--- src/design/vcr_pkg.sv ---
package vcr_pkg;

   // ==========================================================
   // Register subaddresses
   // ==========================================================
   localparam logic [7:0] SYNC_PIN_FUNCTION_ADDR = 8'h10;
   localparam logic [7:0] COLOUR_STANDARD_SELECT_ADDR = 8'h20;
   localparam logic [7:0] VIDEO_INPUT_SELECT_ADDR = 8'h21;
   localparam logic [7:0] GENERAL_PIN_DATA_DIRECTION_ADDR = 8'h34;
   localparam logic [7:0] HARDWARE_IDENTIFICATION_ADDR = 8'h9F;

   // ==========================================================
   // Reset values (every bus register clears to zero)
   // ==========================================================
   localparam logic [7:0] SYNC_PIN_FUNCTION_RESET = 8'h00;
   localparam logic [11:0] COLOUR_STANDARD_SELECT_RESET = 12'h000;
   localparam logic [11:0] VIDEO_INPUT_SELECT_RESET = 12'h000;
   localparam logic [6:0] GENERAL_PIN_RESET = 7'h00;

   // ==========================================================
   // Field positions
   // ==========================================================
   localparam int SYNC_FN_LSB = 6;
   localparam int GP_DIR_LSB = 8;
   localparam int STD_MODIFIER_BIT = 3;
   localparam int STD_COMB_BIT = 5;
   localparam int STD_SEPARATE_LC_BIT = 6;
   localparam int STD_NO_HLOOP_BIT = 7;
   localparam int STD_NO_VERT_BIT = 8;
   localparam int STD_NO_COLOUR_BIT = 9;
   localparam int STD_COMB_ONLY_BIT = 10;
   localparam int STD_DONE_BIT = 11;
   // Bit 4 is reserved and never stored
   localparam logic [11:0] STD_WRITE_MASK = 12'hFEF;

   // ==========================================================
   // Sync pin functions and colour standards
   // ==========================================================
   typedef enum logic [1:0] {
      VCR_SYNC_COMPOSITE = 2'b00,
      VCR_SYNC_FIELD = 2'b01,
      VCR_SYNC_HSYNC = 2'b10,
      VCR_SYNC_HDRIVE = 2'b11
   } vcr_sync_fn_t;

   typedef enum logic [2:0] {
      VCR_STD_PAL_BGHI = 3'h0,
      VCR_STD_NTSC_M = 3'h1,
      VCR_STD_SECAM = 3'h2,
      VCR_STD_NTSC_443 = 3'h3,
      VCR_STD_PAL_M = 3'h4,
      VCR_STD_PAL_N = 3'h5,
      VCR_STD_PAL_60 = 3'h6,
      VCR_STD_COMB_FILTERED_NTSC = 3'h7
   } vcr_std_t;

   // ==========================================================
   // Timing
   // ==========================================================
   localparam int MCLK_HZ = 10_000_000;
   localparam int HDRIVE_HZ = 1_000_000;
   // Half period of the drive clock in mclk cycles
   localparam int HDRIVE_HALF_CYCLES = MCLK_HZ / (2 * HDRIVE_HZ);
   localparam int MCLK_PERIOD_NS = 100;
   localparam int SETUP_PHASE_NS = 10_000;
   localparam int SETUP_PHASE_CYCLES = SETUP_PHASE_NS / MCLK_PERIOD_NS;

   // ==========================================================
   // Serial bus
   // ==========================================================
   localparam logic [6:0] DEVICE_ADDRESS = 7'h58;

endpackage

--- src/design/vcr_i2c_slave.sv ---
// ==========================================================
// Serial slave: subaddress, then one or two data bytes
// ==========================================================
module vcr_i2c_slave #(
   parameter logic [6:0] DEV_ADDR = vcr_pkg::DEVICE_ADDRESS
) (
   input wire logic mclk,
   input wire logic reset,
   input wire logic scl_in,
   input wire logic sda_in,
   output logic sda_out,
   output logic sda_oe,
   output logic [7:0] reg_addr,
   input wire logic reg_two_bytes,
   input wire logic [15:0] rd_data,
   output logic wr_strobe,
   output logic [15:0] wr_data
);

   typedef enum logic [3:0] {
      VCR_I_IDLE = 4'h0,
      VCR_I_DEV = 4'h1,
      VCR_I_ACK_DEV = 4'h2,
      VCR_I_SUB = 4'h3,
      VCR_I_ACK_SUB = 4'h4,
      VCR_I_WDATA = 4'h5,
      VCR_I_ACK_W = 4'h6,
      VCR_I_RDATA = 4'h7,
      VCR_I_ACK_R = 4'h8
   } vcr_i2c_state_t;

   typedef struct packed {
      vcr_i2c_state_t state;
      logic scl_q;
      logic sda_q;
      logic [3:0] cnt;
      logic [7:0] shreg;
      logic [7:0] tx;
      logic [7:0] rd_low;
      logic rw;
      logic byte_idx;
      logic acked;
      logic drv;
      logic [7:0] sub;
      logic strobe;
      logic [15:0] wdata;
   } vcr_i2c_t;

   vcr_i2c_t s_reg, s_next;
   logic rise, fall, start, stop;

   // Bus events against the last samples
   assign rise = scl_in & ~s_reg.scl_q;
   assign fall = ~scl_in & s_reg.scl_q;
   assign start = scl_in & s_reg.scl_q & s_reg.sda_q & ~sda_in;
   assign stop = scl_in & s_reg.scl_q & ~s_reg.sda_q & sda_in;

   // Shift on SCL rise, change drive on SCL fall
   always_comb begin
      s_next = s_reg;
      s_next.scl_q = scl_in;
      s_next.sda_q = sda_in;
      s_next.strobe = 1'b0;
      if (rise && s_reg.state != VCR_I_ACK_R) begin
         s_next.shreg = {s_reg.shreg[6:0], sda_in};
         s_next.cnt = s_reg.cnt + 4'h1;
      end
      case (s_reg.state)
         VCR_I_IDLE: ;
         VCR_I_DEV: begin
            if (fall && s_reg.cnt == 4'h8) begin
               s_next.rw = s_reg.shreg[0];
               if (s_reg.shreg[7:1] == DEV_ADDR) begin
                  s_next.drv = 1'b1;
                  s_next.state = VCR_I_ACK_DEV;
               end else begin
                  s_next.state = VCR_I_IDLE;
               end
            end
         end
         VCR_I_ACK_DEV: begin
            if (fall) begin
               s_next.cnt = 4'h0;
               if (s_reg.rw) begin
                  // Snapshot keeps both bytes coherent
                  s_next.tx = reg_two_bytes ? rd_data[15:8] : rd_data[7:0];
                  s_next.rd_low = reg_two_bytes ? rd_data[7:0] : 8'h00;
                  s_next.byte_idx = 1'b0;
                  s_next.drv = reg_two_bytes ? ~rd_data[15] : ~rd_data[7];
                  s_next.state = VCR_I_RDATA;
               end else begin
                  s_next.drv = 1'b0;
                  s_next.state = VCR_I_SUB;
               end
            end
         end
         VCR_I_SUB: begin
            if (fall && s_reg.cnt == 4'h8) begin
               s_next.sub = s_reg.shreg;
               s_next.byte_idx = 1'b0;
               s_next.drv = 1'b1;
               s_next.state = VCR_I_ACK_SUB;
            end
         end
         VCR_I_ACK_SUB, VCR_I_ACK_W: begin
            if (fall) begin
               s_next.drv = 1'b0;
               s_next.cnt = 4'h0;
               s_next.state = VCR_I_WDATA;
            end
         end
         VCR_I_WDATA: begin
            if (fall && s_reg.cnt == 4'h8) begin
               s_next.drv = 1'b1;
               s_next.state = VCR_I_ACK_W;
               if (reg_two_bytes && !s_reg.byte_idx) begin
                  s_next.byte_idx = 1'b1;
                  s_next.wdata = {s_reg.shreg, 8'h00};
               end else begin
                  s_next.byte_idx = 1'b0;
                  s_next.strobe = 1'b1;
                  s_next.wdata = reg_two_bytes ?
                     {s_reg.wdata[15:8], s_reg.shreg} : {8'h00, s_reg.shreg};
               end
            end
         end
         VCR_I_RDATA: begin
            if (fall) begin
               if (s_reg.cnt == 4'h8) begin
                  s_next.drv = 1'b0;
                  s_next.state = VCR_I_ACK_R;
               end else begin
                  s_next.tx = {s_reg.tx[6:0], 1'b0};
                  s_next.drv = ~s_reg.tx[6];
               end
            end
         end
         VCR_I_ACK_R: begin
            if (rise) begin
               s_next.acked = ~sda_in;
            end
            if (fall) begin
               s_next.cnt = 4'h0;
               if (s_reg.acked) begin
                  // Zeros past the last byte
                  s_next.tx = s_reg.byte_idx ? 8'h00 : s_reg.rd_low;
                  s_next.drv = s_reg.byte_idx ? 1'b1 : ~s_reg.rd_low[7];
                  s_next.rd_low = 8'h00;
                  s_next.byte_idx = 1'b1;
                  s_next.state = VCR_I_RDATA;
               end else begin
                  s_next.state = VCR_I_IDLE;
               end
            end
         end
         default: s_next.state = VCR_I_IDLE;
      endcase
      if (start) begin
         s_next.state = VCR_I_DEV;
         s_next.cnt = 4'h0;
         s_next.drv = 1'b0;
      end else if (stop) begin
         s_next.state = VCR_I_IDLE;
         s_next.drv = 1'b0;
      end
   end

   // State register
   always_ff @(posedge mclk) begin
      if (reset) begin
         s_reg <= '0;
         s_reg.scl_q <= 1'b1;
         s_reg.sda_q <= 1'b1;
      end else begin
         s_reg <= s_next;
      end
   end

   assign sda_out = 1'b0; // Open drain: only ever pulls low
   assign sda_oe = s_reg.drv;
   assign reg_addr = s_reg.sub;
   assign wr_strobe = s_reg.strobe;
   assign wr_data = s_reg.wdata;

endmodule // vcr_i2c_slave

--- src/design/vcr_video_control_registers.sv ---
// Behaviour
// - Sync pin bits 7:6 pick composite sync, field, hsync or 1 MHz drive.
// - Pin data bits drive output pins; reads return the pin levels.
// - Bits 14:8 set pin directions, one means output; 7 and 15 reserved.
// - Read-only identification word: revision low byte, product high byte.
// - Standard field bits 2:0 choose one of eight colour standards.
// - Modifier bit alters the chosen standard to its variant.
// - Comb enable bit switches the two-line comb filter on or off.
// - Separate luma/chroma mode forces the comb filter off.
// - Bits 7, 8, 9 skip horizontal, vertical, colour setup steps.
// - Comb-only bit limits initialisation to the comb filter setup.
// - Host writes completion bit as zero; device sets it when finished.
// - Writing the input selection register reruns standard initialisation.
// - All bus registers clear to zero on reset.
module vcr_video_control_registers #(
   parameter logic [7:0] REVISION_CODE = 8'h01, // Arbitrary value
   parameter logic [7:0] PRODUCT_CODE = 8'h5A, // Arbitrary value
   parameter int SETUP_CYCLES = vcr_pkg::SETUP_PHASE_CYCLES
) (
   input wire logic mclk,
   input wire logic reset,
   input wire logic scl_in,
   input wire logic sda_in,
   output logic sda_out,
   output logic sda_oe,
   input wire logic composite_sync_in,
   input wire logic field_in,
   input wire logic hsync_in,
   output logic sync_output_pin,
   input wire logic [6:0] general_pin_in,
   output logic [6:0] general_pin_out,
   output logic [6:0] general_pin_oe,
   output logic [11:0] video_input_select,
   output logic [2:0] colour_standard,
   output logic standard_modifier,
   output logic monochrome,
   output logic comb_filter_on,
   output logic separate_luma_chroma_mode,
   output logic [3:0] setup_active,
   output logic init_busy
);

   typedef enum logic [1:0] {
      VCR_INIT_IDLE = 2'b00,
      VCR_INIT_RUN = 2'b01
   } vcr_init_state_t;

   typedef struct packed {
      logic [1:0] sync_fn;
      logic [6:0] gp_data;
      logic [6:0] gp_dir;
      logic [11:0] std;
      logic [11:0] insel;
      vcr_init_state_t init_state;
      logic [3:0] phase_mask;
      logic [1:0] phase;
      logic [15:0] phase_cnt;
      logic [3:0] hdrive_cnt;
      logic hdrive_clk;
      logic sync_out;
      logic [6:0] pin_out;
      logic [6:0] pin_oe;
   } vcr_regs_t;

   vcr_regs_t r_reg, r_next;
   logic [7:0] reg_addr;
   logic [15:0] rd_data;
   logic [15:0] wr_data;
   logic wr_strobe;
   logic reg_two_bytes;
   logic [6:0] pin_values;
   logic init_start;
   logic init_finish;
   logic [3:0] start_mask;

   // ==========================================================
   // Serial bus slave
   // ==========================================================
   vcr_i2c_slave u_slave (
      .mclk(mclk),
      .reset(reset),
      .scl_in(scl_in),
      .sda_in(sda_in),
      .sda_out(sda_out),
      .sda_oe(sda_oe),
      .reg_addr(reg_addr),
      .reg_two_bytes(reg_two_bytes),
      .rd_data(rd_data),
      .wr_strobe(wr_strobe),
      .wr_data(wr_data)
   );

   // ==========================================================
   // Read side
   // ==========================================================
   // Outputs read own data, inputs the pin
   assign pin_values = (r_reg.gp_dir & r_reg.gp_data) |
                       (~r_reg.gp_dir & general_pin_in);

   // Read mux; unmapped reads zero
   always_comb begin
      rd_data = 16'h0000;
      reg_two_bytes = 1'b1;
      case (reg_addr)
         vcr_pkg::SYNC_PIN_FUNCTION_ADDR: begin
            reg_two_bytes = 1'b0;
            rd_data = {8'h00, r_reg.sync_fn, 6'h00};
         end
         vcr_pkg::COLOUR_STANDARD_SELECT_ADDR:
            rd_data = {4'h0, r_reg.std};
         vcr_pkg::VIDEO_INPUT_SELECT_ADDR:
            rd_data = {4'h0, r_reg.insel};
         vcr_pkg::GENERAL_PIN_DATA_DIRECTION_ADDR:
            rd_data = {1'b0, r_reg.gp_dir, 1'b0, pin_values};
         vcr_pkg::HARDWARE_IDENTIFICATION_ADDR:
            rd_data = {PRODUCT_CODE, REVISION_CODE};
         default: rd_data = 16'h0000;
      endcase
   end

   // ==========================================================
   // Initialisation trigger
   // ==========================================================
   // Either write restarts it, even mid-run
   assign init_start = wr_strobe &&
      (reg_addr == vcr_pkg::COLOUR_STANDARD_SELECT_ADDR ||
       reg_addr == vcr_pkg::VIDEO_INPUT_SELECT_ADDR);

   // Phases: 0 horizontal, 1 vertical, 2 colour, 3 comb filter
   always_comb begin
      logic [11:0] nstd;
      nstd = (reg_addr == vcr_pkg::COLOUR_STANDARD_SELECT_ADDR) ?
             (wr_data[11:0] & vcr_pkg::STD_WRITE_MASK) : r_reg.std;
      if (nstd[vcr_pkg::STD_COMB_ONLY_BIT]) begin
         start_mask = 4'b1000;
      end else begin
         start_mask = {1'b1, ~nstd[vcr_pkg::STD_NO_COLOUR_BIT],
                       ~nstd[vcr_pkg::STD_NO_VERT_BIT],
                       ~nstd[vcr_pkg::STD_NO_HLOOP_BIT]};
      end
   end

   assign init_finish = (r_reg.init_state == VCR_INIT_RUN) &&
      (r_reg.phase == 2'd3) &&
      (!r_reg.phase_mask[3] ||
       r_reg.phase_cnt == 16'(SETUP_CYCLES - 1));

   // ==========================================================
   // Register and sequencer update
   // ==========================================================
   always_comb begin
      r_next = r_reg;
      // Register writes
      if (wr_strobe) begin
         case (reg_addr)
            vcr_pkg::SYNC_PIN_FUNCTION_ADDR:
               r_next.sync_fn = wr_data[7:vcr_pkg::SYNC_FN_LSB];
            vcr_pkg::COLOUR_STANDARD_SELECT_ADDR:
               r_next.std = wr_data[11:0] & vcr_pkg::STD_WRITE_MASK;
            vcr_pkg::VIDEO_INPUT_SELECT_ADDR:
               r_next.insel = wr_data[11:0];
            vcr_pkg::GENERAL_PIN_DATA_DIRECTION_ADDR: begin
               r_next.gp_data = wr_data[6:0];
               r_next.gp_dir = wr_data[14:vcr_pkg::GP_DIR_LSB];
            end
            default: ;
         endcase
      end
      // Sequencer; a skipped phase passes in one cycle
      case (r_reg.init_state)
         VCR_INIT_IDLE: ;
         VCR_INIT_RUN: begin
            if (!r_reg.phase_mask[r_reg.phase] ||
                r_reg.phase_cnt == 16'(SETUP_CYCLES - 1)) begin
               r_next.phase_cnt = 16'h0000;
               r_next.phase = r_reg.phase + 2'd1;
               if (r_reg.phase == 2'd3) begin
                  r_next.init_state = VCR_INIT_IDLE;
               end
            end else begin
               r_next.phase_cnt = r_reg.phase_cnt + 16'h0001;
            end
         end
         default: r_next.init_state = VCR_INIT_IDLE;
      endcase
      // A host write wins over the device set
      if (init_finish && !init_start) begin
         r_next.std[vcr_pkg::STD_DONE_BIT] = 1'b1;
      end
      if (init_start) begin
         r_next.init_state = VCR_INIT_RUN;
         r_next.phase_mask = start_mask;
         r_next.phase = 2'd0;
         r_next.phase_cnt = 16'h0000;
      end
      // Free-running 1 MHz drive divider
      if (r_reg.hdrive_cnt == 4'(vcr_pkg::HDRIVE_HALF_CYCLES - 1)) begin
         r_next.hdrive_cnt = 4'h0;
         r_next.hdrive_clk = ~r_reg.hdrive_clk;
      end else begin
         r_next.hdrive_cnt = r_reg.hdrive_cnt + 4'h1;
      end
      // Registered so the pin stays glitch free
      case (vcr_pkg::vcr_sync_fn_t'(r_reg.sync_fn))
         vcr_pkg::VCR_SYNC_COMPOSITE: r_next.sync_out = composite_sync_in;
         vcr_pkg::VCR_SYNC_FIELD: r_next.sync_out = field_in;
         vcr_pkg::VCR_SYNC_HSYNC: r_next.sync_out = hsync_in;
         vcr_pkg::VCR_SYNC_HDRIVE: r_next.sync_out = r_reg.hdrive_clk;
         default: r_next.sync_out = composite_sync_in;
      endcase
      r_next.pin_out = r_next.gp_data;
      r_next.pin_oe = r_next.gp_dir;
   end

   // State register, cleared to zero
   always_ff @(posedge mclk) begin
      if (reset) begin
         r_reg <= '0;
      end else begin
         r_reg <= r_next;
      end
   end

   // ==========================================================
   // Outputs
   // ==========================================================
   assign sync_output_pin = r_reg.sync_out;
   assign general_pin_out = r_reg.pin_out;
   assign general_pin_oe = r_reg.pin_oe;
   assign video_input_select = r_reg.insel;
   assign colour_standard = r_reg.std[2:0];
   assign standard_modifier = r_reg.std[vcr_pkg::STD_MODIFIER_BIT];
   // Modified SECAM, comb NTSC go monochrome
   assign monochrome = r_reg.std[vcr_pkg::STD_MODIFIER_BIT] &&
      (r_reg.std[2:0] == vcr_pkg::VCR_STD_SECAM ||
       r_reg.std[2:0] == vcr_pkg::VCR_STD_COMB_FILTERED_NTSC);
   assign separate_luma_chroma_mode = r_reg.std[vcr_pkg::STD_SEPARATE_LC_BIT];
   assign comb_filter_on = r_reg.std[vcr_pkg::STD_COMB_BIT] &&
      !r_reg.std[vcr_pkg::STD_SEPARATE_LC_BIT];
   assign init_busy = (r_reg.init_state == VCR_INIT_RUN);
   // One level per setup phase while it runs
   assign setup_active = (r_reg.init_state == VCR_INIT_RUN) ?
      (r_reg.phase_mask & (4'b0001 << r_reg.phase)) : 4'h0;

endmodule // vcr_video_control_registers

--- config.mk ---
export PLATFORM = sky130hd
export DESIGN_NAME = vcr_video_control_registers
export DESIGN_NICKNAME = d
export VERILOG_FILES = /design/src/design/vcr_pkg.sv /design/src/design/vcr_i2c_slave.sv /design/src/design/vcr_video_control_registers.sv
export SDC_FILE = /design/constraint.sdc
export NUM_CORES = 1
export LEC_CHECK = 0
export BUFFER_PORTS_ARGS = -buffer_cell sky130_fd_sc_hd__buf_2
export CAP_MARGIN = 0
export CORE_UTILIZATION = 63
export CTS_BUF_LIST = sky130_fd_sc_hd__clkbuf_8
export DETAILED_ROUTE_END_ITERATION = 10
export PLACE_DENSITY = 0.83
export SLEW_MARGIN = 10
export SYNTH_ARGS = -nofsm -noshare
export SYNTH_HDL_FRONTEND = slang
export SYNTH_HIERARCHICAL = 1
export SYNTH_SLANG_ARGS = --single-unit
--- constraint.sdc ---
create_clock -name mclk -period 2.5 [get_ports mclk]
set_clock_uncertainty 0.05 [all_clocks]
set_input_delay 0.125 -clock mclk [delete_from_list [all_inputs] [get_ports mclk]]
set_output_delay 0.125 -clock mclk [all_outputs]
set_load 0.05 [all_outputs]
==> results.cfg <==
[status]
status = finished clean

[routing]
vias_per_cell = 6.24
ant_nets = 0
drt_iter0_drc = 545
num_vias = 5913
dr.pass1.iters = 6
drc = 0
wl_per_cell_um = 17.5
wl_um = 16600

[setup_path]
slowest_delay_ns = 0.36
arrival_ns = 2.62
required_ns = 2.81
slowest_stage = o22ai_1
worstSetupStartpointType = flip-flop
path_cells = nor3_2, buf_4, nand3_1, o22ai_1, mux2i_1, nor3_1, a221oi_1, a211oi_2
cp-end-kind = flip-flop
path_class = reg -> reg
critPathMaxFanout = 7

[placement]
hpwl_um = 11600
place_ws_ns = 0.223
gp_congestion = 0.958
io_buffers = 53

[logic_synthesis]
syn_nets = 821
synth_area_per_cell_um2 = 8.80
synthCells = 798
ys_warn_count = 6
synth_area_um2 = 7020

[clock_network]
cts.path.max_buffers = 2
htree_num_levels = 4
cts_tree = done
numCtsBuffers = 17
cts.sinks = 129
insertion_delay_ns = 0.45
ctsRootBufferMaster = clkbuf_8
clk_pin_slew_ns = 0.08

[global_routing]
grt_max_degree = 70
antenna_found_initial = 0
grt.total_usage = 0.293
first_global_vias = 5472
grt_pass1_wl_um = 26700
gr-total-overflow = 0

[sta]
worst_slew_pin_slew_ns = 1.12
fmax_mhz = 434
finalSetupViolations = 0
final_max_slew_viol_count = 0
setup_tns_ns = 0
rsz0062_at_grt = no
hold_viol = 0
min_period_ns = 2.31
slew_headroom = 0.248
fin_ws_ns = 0.194
post-route-period-util = 0.923

[die]
dieArea_um2 = 11600
die_w_um = 108
core_area_um2 = 10800
die_y_um = 108
std_cell_rows = 38
ios = 55
initial_utilization = 0.648

[cells_and_area]
syn_to_final_growth_pct = 6.27
diodes = 0
final_common_cell = dfxtp_1
fill_cells = 788
postLayoutCoreUtil = 0.688
drive_above_1_share = 0.180
mostFrequentLayoutCells = dfxtp_1, nand2_1, mux2i_1, nor2_1, buf_2
layout.nets = 817

[power_and_ir_drop]
power_mw = 4.46
ir_worst_vdd_uv = 444
powerDensity_nw_per_um2 = 598
p_leak_nw = 2.92

[min_path]
hold_class = in -> reg

[run]
cap_violations = 0
worst max-delay path, delay by kind of cell, from the launching register on:
| family | cells | cell delay (ns) |
|---|---|---|
| muxes | 1 | 0.14 |
| DFF | 1 | 0.34 |
| AOI/OAI and AO/OA | 3 | 0.71 |
| buffers and inverters | 1 | 0.22 |
| and+or+nand+nor | 3 | 0.77 |
metrics by stage:
stage | hold slack [ns] | instances | area (um2)
final | 0.0596 | 947 | 7460
after global routing | 0.0572 | 947 | 7460
after CTS | 0.0307 | 947 | 7450
after detailed placement | 0.387 | 913 | 7010
after global placement | 0.381 | 913 | 7010
after floorplan | 0.182 | 798 | 7020
worst paths after layout:
check	depth (start not counted)	from	slack, ns	end
setup reg to reg	8	u_slave/reg_addr[3]	0.19	u_slave/s_reg[41]
hold reg to reg	2	u_slave/s_reg[31]	0.41	u_slave/s_reg[31]
setup / recovery	8	u_slave/reg_addr[3]	0.19	u_slave/s_reg[41]
hold / removal	2	reset	0.06	r_reg[66]
timing repair:
| action | 4_1_cts | 5_1_grt |
|---|---|---|
| resized for setup | 0 | 1 |
| endpoints found under the hold margin | 4 | 0 |
| hold buffers | 2 | 0 |
| setup buffers | 0 | 0 |
| setup endpoints to repair | 0 | 6 |
where the power goes:
part / total, mW / internal, mW / switching [mW]
combinational: 0.450 / 0.169 / 0.282
clock: 1.88 / 1.04 / 0.838
sequential: 2.13 / 2.09 / 0.0431
per-layer routing:
| metal | up-vias | part of all wire | GRT usage |
|---|---|---|---|
| li1 | 2817 | - | - |
| met1 | 2824 | 0.44 | 0.384 |
| met2 | 244 | 0.46 | 0.466 |
| met3 | 28 | 0.082 | 0.0781 |
| met4 | 0 | 0.016 | 0.0959 |
| met5 | - | 0 | 0 |
area by class of cell:
| type | count | area (um2) | share of cell area |
|---|---|---|---|
| clock buffer | 19 | 262 | 0.0351 |
| clock inverter | 13 | 160 | 0.0215 |
| inverter | 16 | 60.1 | 0.00805 |
| multi-input combinational | 550 | 3730 | 0.500 |
| sequential | 129 | 2580 | 0.346 |
| tap | 140 | 175 | 0.0235 |
| timing repair buffer | 80 | 488 | 0.0654 |
No activity file was read; power rests on OpenSTA's default activity.
